**config.mk**
```make
export PLATFORM = sky130hd
export DESIGN_NAME = instruction_unit
export DESIGN_NICKNAME = d
export VERILOG_FILES = /design/src/rtl/core_pkg.sv /design/src/rtl/alu_if.sv /design/src/rtl/alu_unit.sv /design/src/rtl/instruction_unit.sv
export VERILOG_INCLUDE_DIRS = /design/src /design/src/rtl
export SDC_FILE = /design/constraint.sdc
export NUM_CORES = 1
export LEC_CHECK = 0
export BUFFER_PORTS_ARGS = -buffer_cell sky130_fd_sc_hd__buf_2
export CAP_MARGIN = 10
export CORE_MARGIN = 1.5
export CORE_UTILIZATION = 55
export DETAILED_ROUTE_END_ITERATION = 12
export GPL_TIMING_DRIVEN = 0
export PLACE_DENSITY = 0.73
export SLEW_MARGIN = 10
export SYNTH_ARGS = -nofsm -noshare
export SYNTH_HDL_FRONTEND = slang
export SYNTH_SLANG_ARGS = --single-unit
```
**constraint.sdc**
```tcl
create_clock -name clk -period 5.55 [get_ports clk]
set_input_delay 1.665 -clock clk [delete_from_list [all_inputs] [get_ports clk]]
set_output_delay 1.665 -clock clk [all_outputs]
set_load 0.005 [all_outputs]
```
**src/rtl/core_params.svh**
```systemverilog
`ifndef CORE_PARAMS_SVH
`define CORE_PARAMS_SVH

// data and instruction widths
`define DATA_W 8
`define INSTR_W 16

// instruction word layout
`define OP_MSB 15
`define OP_LSB 11
`define DEST_BIT 10
`define CARRY_BIT 9
`define IMM_BIT 8
`define BSEL_MSB 10
`define BSEL_LSB 8
`define FIELD_MSB 7
`define FIELD_LSB 0
`define TARGET_W 11

// program counter and stack sizing
`define PC_WIDTH_DEF 11
`define PC_WIDTH_MIN 9
`define STACK_DEPTH_DEF 8

// data address that maps onto the program counter low byte
`define PC_LOW_ADDR 8'h06

// phases of one instruction cycle
`define CLOCKS_PER_CYCLE 4
`define PH_ADDR 2'h0
`define PH_FETCH 2'h1
`define PH_DATA 2'h2
`define PH_EXEC 2'h3

// small constants met by the datapath
`define DATA_ZERO 8'h00
`define ONE_STEP 8'h01
`define LOW_BIT_MASK 8'h01
`define SKIP_STEP 2'h2

`endif

```
**src/rtl/core_pkg.sv**
```systemverilog
`default_nettype none

package core_pkg;

  // instruction classes, in the order of their 5-bit codes
  typedef enum logic [4:0] {
    op_nop, op_transfer_to_acc, op_transfer_to_mem, op_add, op_sub,
    op_and, op_or, op_xor, op_complement, op_add_one, op_subtract_one,
    op_rotate, op_bit_set, op_bit_clear, op_skip_zero, op_skip_bit_set,
    op_skip_bit_clear, op_unconditional_jump, op_call,
    op_subroutine_exit, op_table_read, op_halt, op_watchdog_clear,
    op_clear
  } opcode_type;

  typedef enum logic [3:0] {
    alu_pass, alu_add, alu_sub, alu_and, alu_or, alu_xor,
    alu_complement, alu_rotate_right, alu_rotate_left,
    alu_rotate_right_via_carry, alu_rotate_left_via_carry
  } alu_op_type;

  typedef struct packed {
    logic zero;
    logic carry;
    logic half_carry_flag;
    logic signed_range_flag;
  } flags_type;

endpackage

`default_nettype wire

```
**src/rtl/alu_if.sv**
```systemverilog
`timescale 1ns/10ps
`default_nettype none
`include "core_params.svh"

// operands in, result and adder flags out
interface alu_if;
  import core_pkg::*;
  alu_op_type op;
  logic [`DATA_W-1:0] a;
  logic [`DATA_W-1:0] b;
  logic cin;
  logic [`DATA_W-1:0] result;
  logic carry_out;
  logic half_out;
  logic range_out;
  modport core (output op, output a, output b, output cin,
    input result, input carry_out, input half_out, input range_out);
  modport alu (input op, input a, input b, input cin,
    output result, output carry_out, output half_out, output range_out);
endinterface

`default_nettype wire

```
**src/rtl/alu_unit.sv**
```systemverilog
`timescale 1ns/10ps
`default_nettype none
`include "core_params.svh"

module alu_unit (
  alu_if.alu link
);
  import core_pkg::*;

  logic is_sub;
  logic [`DATA_W-1:0] b_eff;
  logic [`DATA_W:0] sum;
  logic [4:0] half_sum;

  // subtract adds the inverted operand, so carry out means no borrow
  assign is_sub = link.op == alu_sub;
  assign b_eff = is_sub ? ~link.b : link.b;
  assign sum = {1'b0, link.a} + {1'b0, b_eff} + {8'h00, link.cin};
  assign half_sum = {1'b0, link.a[3:0]} + {1'b0, b_eff[3:0]}
    + {4'h0, link.cin};

  // half carry from bit 3, signed range from like-signed operands
  assign link.half_out = half_sum[4];
  assign link.range_out = (link.a[7] == b_eff[7]) && (sum[7] != link.a[7]);

  // result select; rotates via carry replace the carry out
  always_comb begin
    link.result = link.b;
    link.carry_out = sum[`DATA_W];
    case (link.op)
      alu_add, alu_sub: link.result = sum[`DATA_W-1:0];
      alu_and: link.result = link.a & link.b;
      alu_or: link.result = link.a | link.b;
      alu_xor: link.result = link.a ^ link.b;
      alu_complement: link.result = ~link.a;
      alu_rotate_right: link.result = {link.a[0], link.a[7:1]};
      alu_rotate_left: link.result = {link.a[6:0], link.a[7]};
      alu_rotate_right_via_carry: begin
        link.result = {link.cin, link.a[7:1]};
        link.carry_out = link.a[0];
      end
      alu_rotate_left_via_carry: begin
        link.result = {link.a[6:0], link.cin};
        link.carry_out = link.a[7];
      end
      default: link.result = link.b;
    endcase
  end

endmodule // alu_unit

`default_nettype wire

```
**src/rtl/instruction_unit.sv**
```systemverilog
`timescale 1ns/10ps
`default_nettype none
`include "core_params.svh"

// How it works
// - ordinary instructions finish in one cycle
// - jump, call, table read take two cycles
// - one instruction cycle is four clocks
// - program counter low writes jump, cost extra
// - taken skip costs one extra cycle
// - three transfers: to acc, to memory, immediate
// - add carries past 255, subtract borrows
// - add or subtract one, memory or acc
// - logic results of zero set zero flag
// - rotate one bit, via-carry variants use carry
// - call saves return, exit resumes after call
// - jump loads target, saves nothing
// - conditional skips test byte or single bit
// - bit set or clear touches one bit
// - table read moves program words to registers
// - halt powers down, separate watchdog clear
// - two-operand work always goes through acc
// - bit select spans positions 0 to 7
// - add updates zero, carry, half, range flags
module instruction_unit #(
  parameter int PC_WIDTH = `PC_WIDTH_DEF,
  parameter int STACK_DEPTH = `STACK_DEPTH_DEF
) (
  input wire logic clk,
  input wire logic reset,
  input wire logic [`INSTR_W-1:0] pm_data,
  input wire logic [`DATA_W-1:0] dm_rdata,
  input wire logic wake,
  output logic [PC_WIDTH-1:0] pm_addr,
  output logic [`DATA_W-1:0] dm_addr,
  output logic [`DATA_W-1:0] dm_wdata,
  output logic dm_we,
  output logic [`DATA_W-1:0] acc,
  output core_pkg::flags_type flags,
  output logic [`DATA_W-1:0] table_high,
  output logic powered_down,
  output logic watchdog_clear,
  output logic int_enable,
  output logic retired
);
  import core_pkg::*;

  localparam int SP_W = $clog2(STACK_DEPTH);

  // refuse sizes the instruction layout and stack cannot serve
  generate
    if (PC_WIDTH < `PC_WIDTH_MIN || PC_WIDTH > `TARGET_W) begin : g_bad_pc
      $error("PC_WIDTH outside the jump target field");
    end
    if (STACK_DEPTH < 2 || (1 << SP_W) != STACK_DEPTH) begin : g_bad_sp
      $error("STACK_DEPTH must be a power of two, at least 2");
    end
    if (`CLOCKS_PER_CYCLE != 4) begin : g_bad_phase
      $error("phase counter is two bits wide");
    end
  endgenerate

  alu_if alu_link ();

  logic [1:0] phase;
  logic [`INSTR_W-1:0] ir;
  logic [`INSTR_W-1:0] table_word;
  logic [PC_WIDTH-1:0] pc;
  logic bubble;
  logic table_pending;
  logic [PC_WIDTH-1:0] stack [STACK_DEPTH];
  logic [SP_W-1:0] sp;

  opcode_type op;
  logic [`DATA_W-1:0] field8;
  logic [`DATA_W-1:0] operand;
  logic [`DATA_W-1:0] b_src;
  logic [`DATA_W-1:0] bit_mask;
  logic [`DATA_W-1:0] result;
  logic [2:0] bsel;
  logic to_acc;
  logic use_imm;
  logic with_carry;
  logic is_pc_low;
  logic ph_last;
  logic run_step;
  logic is_two_op;
  logic is_step;
  logic computes;
  logic dest_acc;
  logic dest_mem;
  logic pc_low_write;
  logic bit_is_set;
  logic skip_taken;
  logic two_cycle;
  logic do_push;
  logic do_pop;
  logic [PC_WIDTH-1:0] pc_inc;
  logic [PC_WIDTH-1:0] target;
  logic [PC_WIDTH-1:0] table_addr;
  logic [PC_WIDTH-1:0] next_pc;
  flags_type next_flags;

  // map an instruction onto the datapath operation
  function automatic alu_op_type pick_alu(opcode_type code, logic left,
                                          logic thru);
    case (code)
      op_add, op_add_one: pick_alu = alu_add;
      op_sub, op_subtract_one: pick_alu = alu_sub;
      op_and: pick_alu = alu_and;
      op_or: pick_alu = alu_or;
      op_xor: pick_alu = alu_xor;
      op_complement: pick_alu = alu_complement;
      op_rotate: pick_alu = left
        ? (thru ? alu_rotate_left_via_carry : alu_rotate_left)
        : (thru ? alu_rotate_right_via_carry : alu_rotate_right);
      default: pick_alu = alu_pass;
    endcase
  endfunction

  // instruction fields; unused codes fall through as no-ops
  assign op = opcode_type'(ir[`OP_MSB:`OP_LSB]);
  assign field8 = ir[`FIELD_MSB:`FIELD_LSB];
  assign to_acc = ir[`DEST_BIT];
  assign use_imm = ir[`IMM_BIT];
  assign with_carry = ir[`CARRY_BIT];
  assign bsel = ir[`BSEL_MSB:`BSEL_LSB];
  assign target = ir[PC_WIDTH-1:0];

  // the program counter low byte reads as a data location
  assign is_pc_low = field8 == `PC_LOW_ADDR;
  assign operand = is_pc_low ? pc[`DATA_W-1:0] : dm_rdata;
  assign b_src = use_imm ? field8 : operand;
  assign bit_mask = `LOW_BIT_MASK << bsel;

  // execution happens on the last phase of a first cycle only
  assign ph_last = phase == `PH_EXEC;
  assign run_step = ph_last && !bubble && !powered_down;

  // operand routing: two-operand forms always take acc as a
  assign is_two_op = op inside {op_add, op_sub, op_and, op_or,
    op_xor};
  assign is_step = op inside {op_add_one, op_subtract_one};
  assign computes = is_two_op || is_step || op == op_complement
    || op == op_rotate;
  assign alu_link.op = pick_alu(op, use_imm, with_carry);
  assign alu_link.a = is_two_op ? acc : operand;
  assign alu_link.b = is_step ? `ONE_STEP : b_src;
  // plain subtract and decrement inject 1 to finish the inversion
  assign alu_link.cin = (with_carry && !is_step) ? flags.carry
    : (op == op_sub || op == op_subtract_one);

  // result select: bit forms rewrite one bit of the fetched byte
  assign result = (op == op_bit_set) ? (operand | bit_mask)
    : (op == op_bit_clear) ? (operand & ~bit_mask)
    : (op == op_transfer_to_mem) ? acc
    : (op == op_clear) ? `DATA_ZERO
    : alu_link.result;

  // destinations; immediate two-operand forms always land in acc
  assign dest_acc = op == op_transfer_to_acc
    || (computes && (to_acc || (is_two_op && use_imm)));
  assign dest_mem = (computes && !dest_acc)
    || op inside {op_transfer_to_mem, op_bit_set, op_bit_clear, op_clear};
  assign pc_low_write = dest_mem && is_pc_low;

  // conditional skips look at a whole byte or at one bit
  assign bit_is_set = |(operand & bit_mask);
  assign skip_taken = (op == op_skip_zero && operand == `DATA_ZERO)
    || (op == op_skip_bit_set && bit_is_set)
    || (op == op_skip_bit_clear && !bit_is_set);

  // which instructions earn a second cycle
  assign two_cycle = op inside {op_unconditional_jump, op_call,
    op_subroutine_exit, op_table_read} || pc_low_write || skip_taken;

  // stack movement for call and both exit forms
  assign do_push = run_step && op == op_call;
  assign do_pop = run_step && op == op_subroutine_exit;

  // tables live in the top page, indexed by acc
  assign table_addr = {{(PC_WIDTH - `DATA_W){1'b1}}, acc};

  // next program counter; a taken skip steps over one word
  assign pc_inc = pc + 1'b1;
  assign next_pc = (op == op_unconditional_jump || op == op_call) ? target
    : (op == op_subroutine_exit) ? stack[sp - 1'b1]
    : pc_low_write ? {pc[PC_WIDTH-1:`DATA_W], result}
    : skip_taken ? pc + PC_WIDTH'(`SKIP_STEP)
    : pc_inc;

  // flag updates per class; moves and bit forms leave flags alone
  always_comb begin
    next_flags = flags;
    if (computes && op != op_rotate) begin
      next_flags.zero = result == `DATA_ZERO;
    end
    if (op == op_add || op == op_sub) begin
      next_flags.carry = alu_link.carry_out;
      next_flags.half_carry_flag = alu_link.half_out;
      next_flags.signed_range_flag = alu_link.range_out;
    end
    if (op == op_rotate && with_carry) begin
      next_flags.carry = alu_link.carry_out;
    end
  end

  alu_unit i_alu_unit (
    .link(alu_link.alu)
  );

  // free-running phase counter; it only rests while powered down
  always_ff @(posedge clk) begin
    if (reset) begin
      phase <= `PH_ADDR;
    end else if (!powered_down) begin
      phase <= phase + 1'b1;
    end
  end

  // program address: current pc, or the table word during a table-read bubble
  always_ff @(posedge clk) begin
    if (reset) begin
      pm_addr <= '0;
    end else if (phase == `PH_ADDR && !powered_down) begin
      pm_addr <= (bubble && table_pending) ? table_addr : pc;
    end
  end

  // capture the word; a bubble keeps ir so [m] is still known
  always_ff @(posedge clk) begin
    if (reset) begin
      ir <= '0;
      table_word <= '0;
    end else if (phase == `PH_FETCH && !powered_down) begin
      if (bubble) begin
        table_word <= pm_data;
      end else begin
        ir <= pm_data;
      end
    end
  end

  // data address is the operand field of the freshly fetched word
  always_ff @(posedge clk) begin
    if (reset) begin
      dm_addr <= '0;
    end else if (phase == `PH_DATA && !bubble && !powered_down) begin
      dm_addr <= field8;
    end
  end

  // program counter; skip the update on a bubble
  always_ff @(posedge clk) begin
    if (reset) begin
      pc <= '0;
    end else if (run_step) begin
      pc <= next_pc;
    end
  end

  // second-cycle bookkeeping: a whole extra cycle, then resume
  always_ff @(posedge clk) begin
    if (reset) begin
      bubble <= 1'b0;
      table_pending <= 1'b0;
    end else if (ph_last && bubble) begin
      bubble <= 1'b0;
      table_pending <= 1'b0;
    end else if (run_step) begin
      bubble <= two_cycle;
      table_pending <= op == op_table_read;
    end
  end

  // return stack; no overflow guard, it simply wraps
  always_ff @(posedge clk) begin
    if (reset) begin
      sp <= '0;
    end else if (do_push) begin
      sp <= sp + 1'b1;
    end else if (do_pop) begin
      sp <= sp - 1'b1;
    end
  end

  // stack storage needs no reset, sp marks what is valid
  always_ff @(posedge clk) begin
    if (do_push) begin
      stack[sp] <= pc_inc;
    end
  end

  // accumulator and flags
  always_ff @(posedge clk) begin
    if (reset) begin
      acc <= '0;
      flags <= '0;
    end else if (run_step) begin
      flags <= next_flags;
      if (dest_acc) begin
        acc <= result;
      end
    end
  end

  // memory write strobe is one clock, in phase 0 of the next cycle
  always_ff @(posedge clk) begin
    if (reset) begin
      dm_we <= 1'b0;
      dm_wdata <= '0;
      table_high <= '0;
    end else if (ph_last && bubble && table_pending) begin
      dm_we <= 1'b1;
      dm_wdata <= table_word[`DATA_W-1:0];
      table_high <= table_word[`INSTR_W-1:`DATA_W];
    end else if (run_step && dest_mem && !is_pc_low) begin
      dm_we <= 1'b1;
      dm_wdata <= result;
    end else begin
      dm_we <= 1'b0;
    end
  end

  // power-down; halt wins if wake arrives the same edge
  always_ff @(posedge clk) begin
    if (reset) begin
      powered_down <= 1'b0;
    end else if (run_step && op == op_halt) begin
      powered_down <= 1'b1;
    end else if (wake) begin
      powered_down <= 1'b0;
    end
  end

  // watchdog service is a single-clock pulse
  always_ff @(posedge clk) begin
    if (reset) begin
      watchdog_clear <= 1'b0;
    end else begin
      watchdog_clear <= run_step && op == op_watchdog_clear;
    end
  end

  // interrupt exit re-arms interrupts; only reset clears it
  always_ff @(posedge clk) begin
    if (reset) begin
      int_enable <= 1'b0;
    end else if (do_pop && to_acc) begin
      int_enable <= 1'b1;
    end
  end

  // one pulse per executed instruction, handy for cycle counting
  always_ff @(posedge clk) begin
    if (reset) begin
      retired <= 1'b0;
    end else begin
      retired <= run_step;
    end
  end

endmodule // instruction_unit

`default_nettype wire

```
==> out/metrics.cfg, run 1 <==
[die]
dieArea_um2=20500
rows=51
pin_count=79
die_w_um=143
core_um2=19400
initial_utilization_pct=55.8
die_h_um=143

[yosys]
synth_ff_type=dfxtp_1
async_reset_ff_share_pct=0
synth_nets=1213
synth_top_family_by_area=compound AO/OA/AOI/OAI gates
synth_warnings=0
seq_area_frac_synth_pct=43.3
synth_top_area_share_pct=24.4
synth_compound_area_share_pct=18.6
yosys.area_share.simple_pct=18.3
synth_top_area_cell=edfxtp_1
avgSynthCellArea_um2=9.43
muxShareOfSynthArea_pct=7.76
syn_area_um2=10800
yosysMostFrequentCell=nand2_1
syn_inst=1148
synth_xor_xnor_area_share_pct=2.91
ys_types=97
synth-adder-area-share_pct=4.53
synth_commonest_cells=161 x nand2_1, 102 x dfxtp_1, 96 x a21oi_1, 96 x nor2_1, 88 x edfxtp_1
synth_edf_count=88
synth_area_leaders=edfxtp_1 24%, dfxtp_1 19%, nand2_1 5.6%
ys_ff_latch=190

[pwr]
cellLeakagePower_nw=4.43
p_per_area_nw_per_um2=286
power_mw=3.52
ir_drop_v=0.000226

[detailed_routing]
drcViolationCount=0
drt-initial-drc-count=874
viasPerCell=6.36
wirelength_mm=34.9
wl_per_cell_um=22.9
vias=9703
first_pass_iters=5
drtAntennaViolNets=0

[global_routing]
gr-total-overflow=0
antenna_found_initial=0
grt_max_degree=23
grt_pass1_vias=8976
grt_pass1_wl_mm=52.3
grt_usage_pct=34.5

[min_path]
hp-class=flop to flop

[worst_setup_path]
max_stage_delay_ns=0.47
crit_chain=clkinv_2, ha_1, and4b_1, a211o_1, a211oi_4, nand2_2, xnor2_1, fa_1, inv_1, fa_1, a211oi_2, o21bai_1, a21oi_1, xnor2_1, nand2_1, nand4b_1, a221o_2, or3_1, o31ai_2
cp-start-kind=flop
r2r_slack_ns=0.25
required_ns=5.91
cpMaxStageDelayCell=a221o_2
crit_type=flop to flop
cp.arrival_ns=5.65
critPathMaxFanout=11
setup.worst_path.end_class=flop

[final_layout]
fin_cells=1526
nets=1312
synthToLayoutAreaGrowth_pct=13.4
drive_above_1_share_pct=16.0
final_util_pct=63.3
multiInputGateArea_um2=5700
nFillCells=1644
layout.area.seq_um2=4690

[cts]
clk_latency_ns=0.45
cts_tree=built
path_clk_slew_ns=0.08
cts-buffers-inserted=17
cts_buffer_depth=2
cts.sinks=190
cts-root-buf=clkbuf_16
htree_levels=4

[timing]
period_share_pct=95.4
holdWs_ns=0.454
maxSlewHeadroom_pct=13.7
worst_clock_skew_ns=0.0205
setup_viol=0
finalHoldViolations=0
worstMarginPinSlew_ns=1.29
setup_tns_ns=0
final_max_slew_viol_count=0
max_freq_mhz=189
fin_crit_ns=5.30
grt_setup_unrepaired=false

[run]
cap_violations=0

[status]
outcome=finished, final reports clean

[placed_design]
port_buffers=77
hpwl_mm=26.0
placedCellCount=1492
gp_congestion=1.06

## final timing paths
path	depth (start not counted)	endpoint	startpoint
min	2	dm_addr[2]	dm_addr[2]
max reg2reg	19	flags[3]	ir[8]
max	19	flags[3]	ir[8]
min reg2reg	2	dm_addr[2]	dm_addr[2]
## per-layer routing
metal  global-route usage (%)  part of all wire [%]  wire length [um]
met5                        0                     0                 0
met4                     17.3                   5.1              1780
met3                     6.46                   7.9              2760
met2                     53.6                    45             15800
met1                     46.5                    42             14600
## cell families after synthesis
logic type / after synthesis
AOI/OAI and AO/OA: 296
xor gates and xnor gates: 36
adders and majority gates: 38
buffers and inverters: 119
DFF: 190
muxes: 56
and+or+nand+nor: 413
## through the flow
stage	cell area, um2	worst slack [ns]
after global routing	12300	0.00810
after global placement	11500	-1.01
after CTS	12200	0.0535
after detailed placement	11600	-0.950
final	12300	0.253
after floorplan	10800	0.635
## placed cells by master (no fill, tap or decap), types with 11 or more instances in the layout
cell type / Yosys / routed
nand3_1: 32 / 32
a211oi_1: 19 / 17
xor2_1: 16 / 16
dfxtp_1: 102 / 100
o21ai_0: 33 / 33
o22ai_1: 15 / 15
mux4_2: 22 / 22
xnor2_1: 20 / 20
clkbuf_1: 53 / 53
nor2_1: 96 / 95
mux2i_1: 30 / 30
ha_1: 36 / 36
nand2b_1: 14 / 14
inv_1: 37 / 37
a31oi_1: 12 / 11
clkbuf_16: 0 / 17
a22oi_1: 17 / 17
nor3_1: 27 / 25
nand2_1: 161 / 160
edfxtp_1: 88 / 88
buf_2: 10 / 87
a21oi_1: 96 / 96
## flip-flops by register name, indices dropped and copies added, names as in the netlist
signal          count
stack              88
ir                 16
table_word         16
pc                 11
pm_addr            11
acc                 8
dm_addr             8
dm_wdata            8
table_high          8
flags               4
sp                  3
phase               2
bubble              1
dm_we               1
int_enable          1
powered_down        1
retired             1
table_pending       1
watchdog_clear      1
## cell type report
cell class | instances | share of cell area (%)
Tap cell | 265 | 2.70
Clock buffer | 17 | 3.46
Buffer | 81 | 2.91
Antenna cell | 1 | 0.0204
Inverter | 38 | 1.17
Sequential cell | 190 | 38.2
Multi-Input combinational cell | 839 | 46.4
Clock inverter | 15 | 1.80
Timing Repair Buffer | 80 | 3.38
## report_power, final
part	internal (mW)	total, mW	switching [mW]
Clock	0.673	1.33	0.652
Combinational	0.234	0.676	0.442
Sequential	1.48	1.51	0.0296
Total	2.39	3.52	1.12
## critical path, delay by kind of cell, from the launching register on
kind	cells	cell delay [ns]
buf+inv	2	0.28
flops	1	0.45
xor+xnor	2	0.38
compound gates	7	1.96
fa+ha+maj	3	1.03
simple gates	5	1.10
## what timing repair did
item                       CTS  global route
setup buffers                0             1
resized for setup            5             5
hold buffers                 0             0
gates cloned                 0             0
pin swaps                    0             1
setup endpoints to repair   23             7
Power figures use the tool's default switching activity.
==> inputs of run 2 (changes only) <==
--- a/config.mk
+++ b/config.mk
@@ -6,12 +6,12 @@
 export SDC_FILE = /design/constraint.sdc
 export NUM_CORES = 1
 export LEC_CHECK = 0
-export BUFFER_PORTS_ARGS = -buffer_cell sky130_fd_sc_hd__buf_2
+export BUFFER_PORTS_ARGS = -buffer_cell sky130_fd_sc_hd__clkbuf_2
 export CAP_MARGIN = 10
 export CORE_MARGIN = 1.5
 export CORE_UTILIZATION = 55
 export DETAILED_ROUTE_END_ITERATION = 12
-export GPL_TIMING_DRIVEN = 0
+export GPL_TIMING_DRIVEN = 1
 export PLACE_DENSITY = 0.73
 export SLEW_MARGIN = 10
 export SYNTH_ARGS = -nofsm -noshare
==> out/metrics.cfg, run 2 (synthesized netlist as in run 1, its figures left out) <==
[timing]
final_max_slew_viol_count=0
setup_viol=0
worstMarginPinSlew_ns=1.17
maxSlewHeadroom_pct=21.3
setup_tns_ns=0
worst_clock_skew_ns=0.0117
layout_setup_ws_ns=0.574
period_share_pct=89.7
finalHoldViolations=0
fin_crit_ns=4.98
grt_setup_unrepaired=false
max_freq_mhz=201

[final_layout]
drive_above_1_share_pct=17.0
diodes=0
nFillCells=1672
final_common_cell=nand2_1
largest-register=stack
nets=1266
mostFrequentLayoutCells=161 x nand2_1, 102 x dfxtp_1, 96 x nor2_1, 96 x a21oi_1, 88 x edfxtp_1
largestRegisters=stack: 88 flops, ir: 16 flops, table_word: 16 flops
synthToLayoutAreaGrowth_pct=11.8
largest_register_ffs=88

[worst_setup_path]
critPathMaxFanout=6
path_buf_inv=3
crit_chain=inv_1, ha_1, and4b_1, a211o_1, a211oi_1, buf_4, nand2_1, xnor2_1, fa_1, inv_1, fa_1, a211oi_1, o21bai_1, a21oi_1, xnor2_1, nand2_1, nand4b_1, a221o_1, or3_1, o31ai_2
setup.worst_path.end_class=flop
max_stage_delay_ns=0.44
r2r_slack_ns=0.57
cp-start-kind=flop
cpMaxStageDelayCell=dfxtp_1
cp.arrival_ns=5.34
required_ns=5.91
crit_type=flop to flop
critical_path.top_delay_family=compound AO/OA/AOI/OAI gates

[status]
outcome=finished, final reports clean

[pwr]
p_per_area_nw_per_um2=283
ir_drop_v=0.000227
cellLeakagePower_nw=4.36

[cts]
cts_tree=built
htree_levels=4
cts_hold_buf=0
path_clk_slew_ns=0.08
cts-buffers-inserted=17
post-cts-setup-buffers=0
cts-root-buf=clkbuf_16
cts_buffer_depth=2
clk_latency_ns=0.45
cts_resized=0
cts.sinks=190

[die]
die_h_um=143
dieArea_um2=20500
initial_utilization_pct=55.8
core_um2=19400
pin_count=79
die_w_um=143
rows=51

[global_routing]
gr-total-overflow=0
grt_max_degree=56
grt_pass1_vias=8604
antenna_found_initial=0
grt_pass1_wl_mm=49.4
grt_usage_pct=32.4

[run]
cap_violations=0

[detailed_routing]
drt-initial-drc-count=1082
first_pass_iters=6
vias=9386
drcViolationCount=0
viasPerCell=6.35
wl_per_cell_um=22.1
wirelength_mm=32.8
drtAntennaViolNets=0

[min_path]
hp-class=flop to flop

[placed_design]
gp_congestion=1.03
hpwl_mm=23.9
port_buffers=78
dp_slack_ns=0.496

-- run 2: cell count changes in the layout (fill, tap and decap cells not counted), sizes merged --
cell	change
diode	-1
clkbuf	+24
clkinv	+3
clkinvlp	+1
inv	-4
buf	-70
-- run 2: worst paths after layout --
kind	start	depth (start not counted)	to
setup reg to reg	ir[9]	20	flags[3]
hold / removal	table_word[11]	2	table_high[3]
setup / recovery	ir[9]	20	flags[3]
hold reg to reg	table_word[11]	2	table_high[3]
-- run 2: through the flow --
stage	hold slack [ns]	instances	area [um2]	power (mW)	util [%]
floorplan	0.432	1148	10800	1.97	-
global placement	0.443	1447	11500	2.16	59.1
detailed placement	0.446	1447	11500	2.16	59.1
CTS	0.454	1479	12100	3.42	62.4
global route	0.475	1479	12100	3.54	62.4
finish	0.451	1479	12100	3.43	62.4
-- run 2: worst reg2reg max path: stages, from the launching register on --
cell and delay, ns:
dfxtp_1 0.44, inv_1 0.13, ha_1 0.24, and4b_1 0.24
a211o_1 0.38, a211oi_1 0.21, buf_4 0.19, nand2_1 0.08
xnor2_1 0.22, fa_1 0.22, inv_1 0.06, fa_1 0.42
a211oi_1 0.41, o21bai_1 0.13, a21oi_1 0.23, xnor2_1 0.09
nand2_1 0.06, nand4b_1 0.14, a221o_1 0.40, or3_1 0.42
o31ai_2 0.17
-- run 2: routing by layer --
layer	part of all wire [%]	vias to the layer above	GRT usage, %
met2	46	474	49.9
met1	43	4514	44.9
met4	4.0	0	14.5
met5	0	-	0
li1	-	4308	-
met3	7.8	90	5.70
-- run 2: cell type report --
cell class / instances / area (um2) / share of cell area [%]
multi-input combinational: 839 / 5640 / 46.6
clock inverter: 15 / 209 / 1.73
tap: 265 / 332 / 2.74
timing repair buffer: 115 / 671 / 5.54
sequential: 190 / 4680 / 38.7
inverter: 38 / 143 / 1.18
clock buffer: 17 / 425 / 3.51
-- run 2: report_power, final --
group          internal, mW  switching, mW  total, mW
sequential             1.48         0.0392       1.52
clock                 0.659          0.621       1.28
combinational         0.230          0.395      0.625
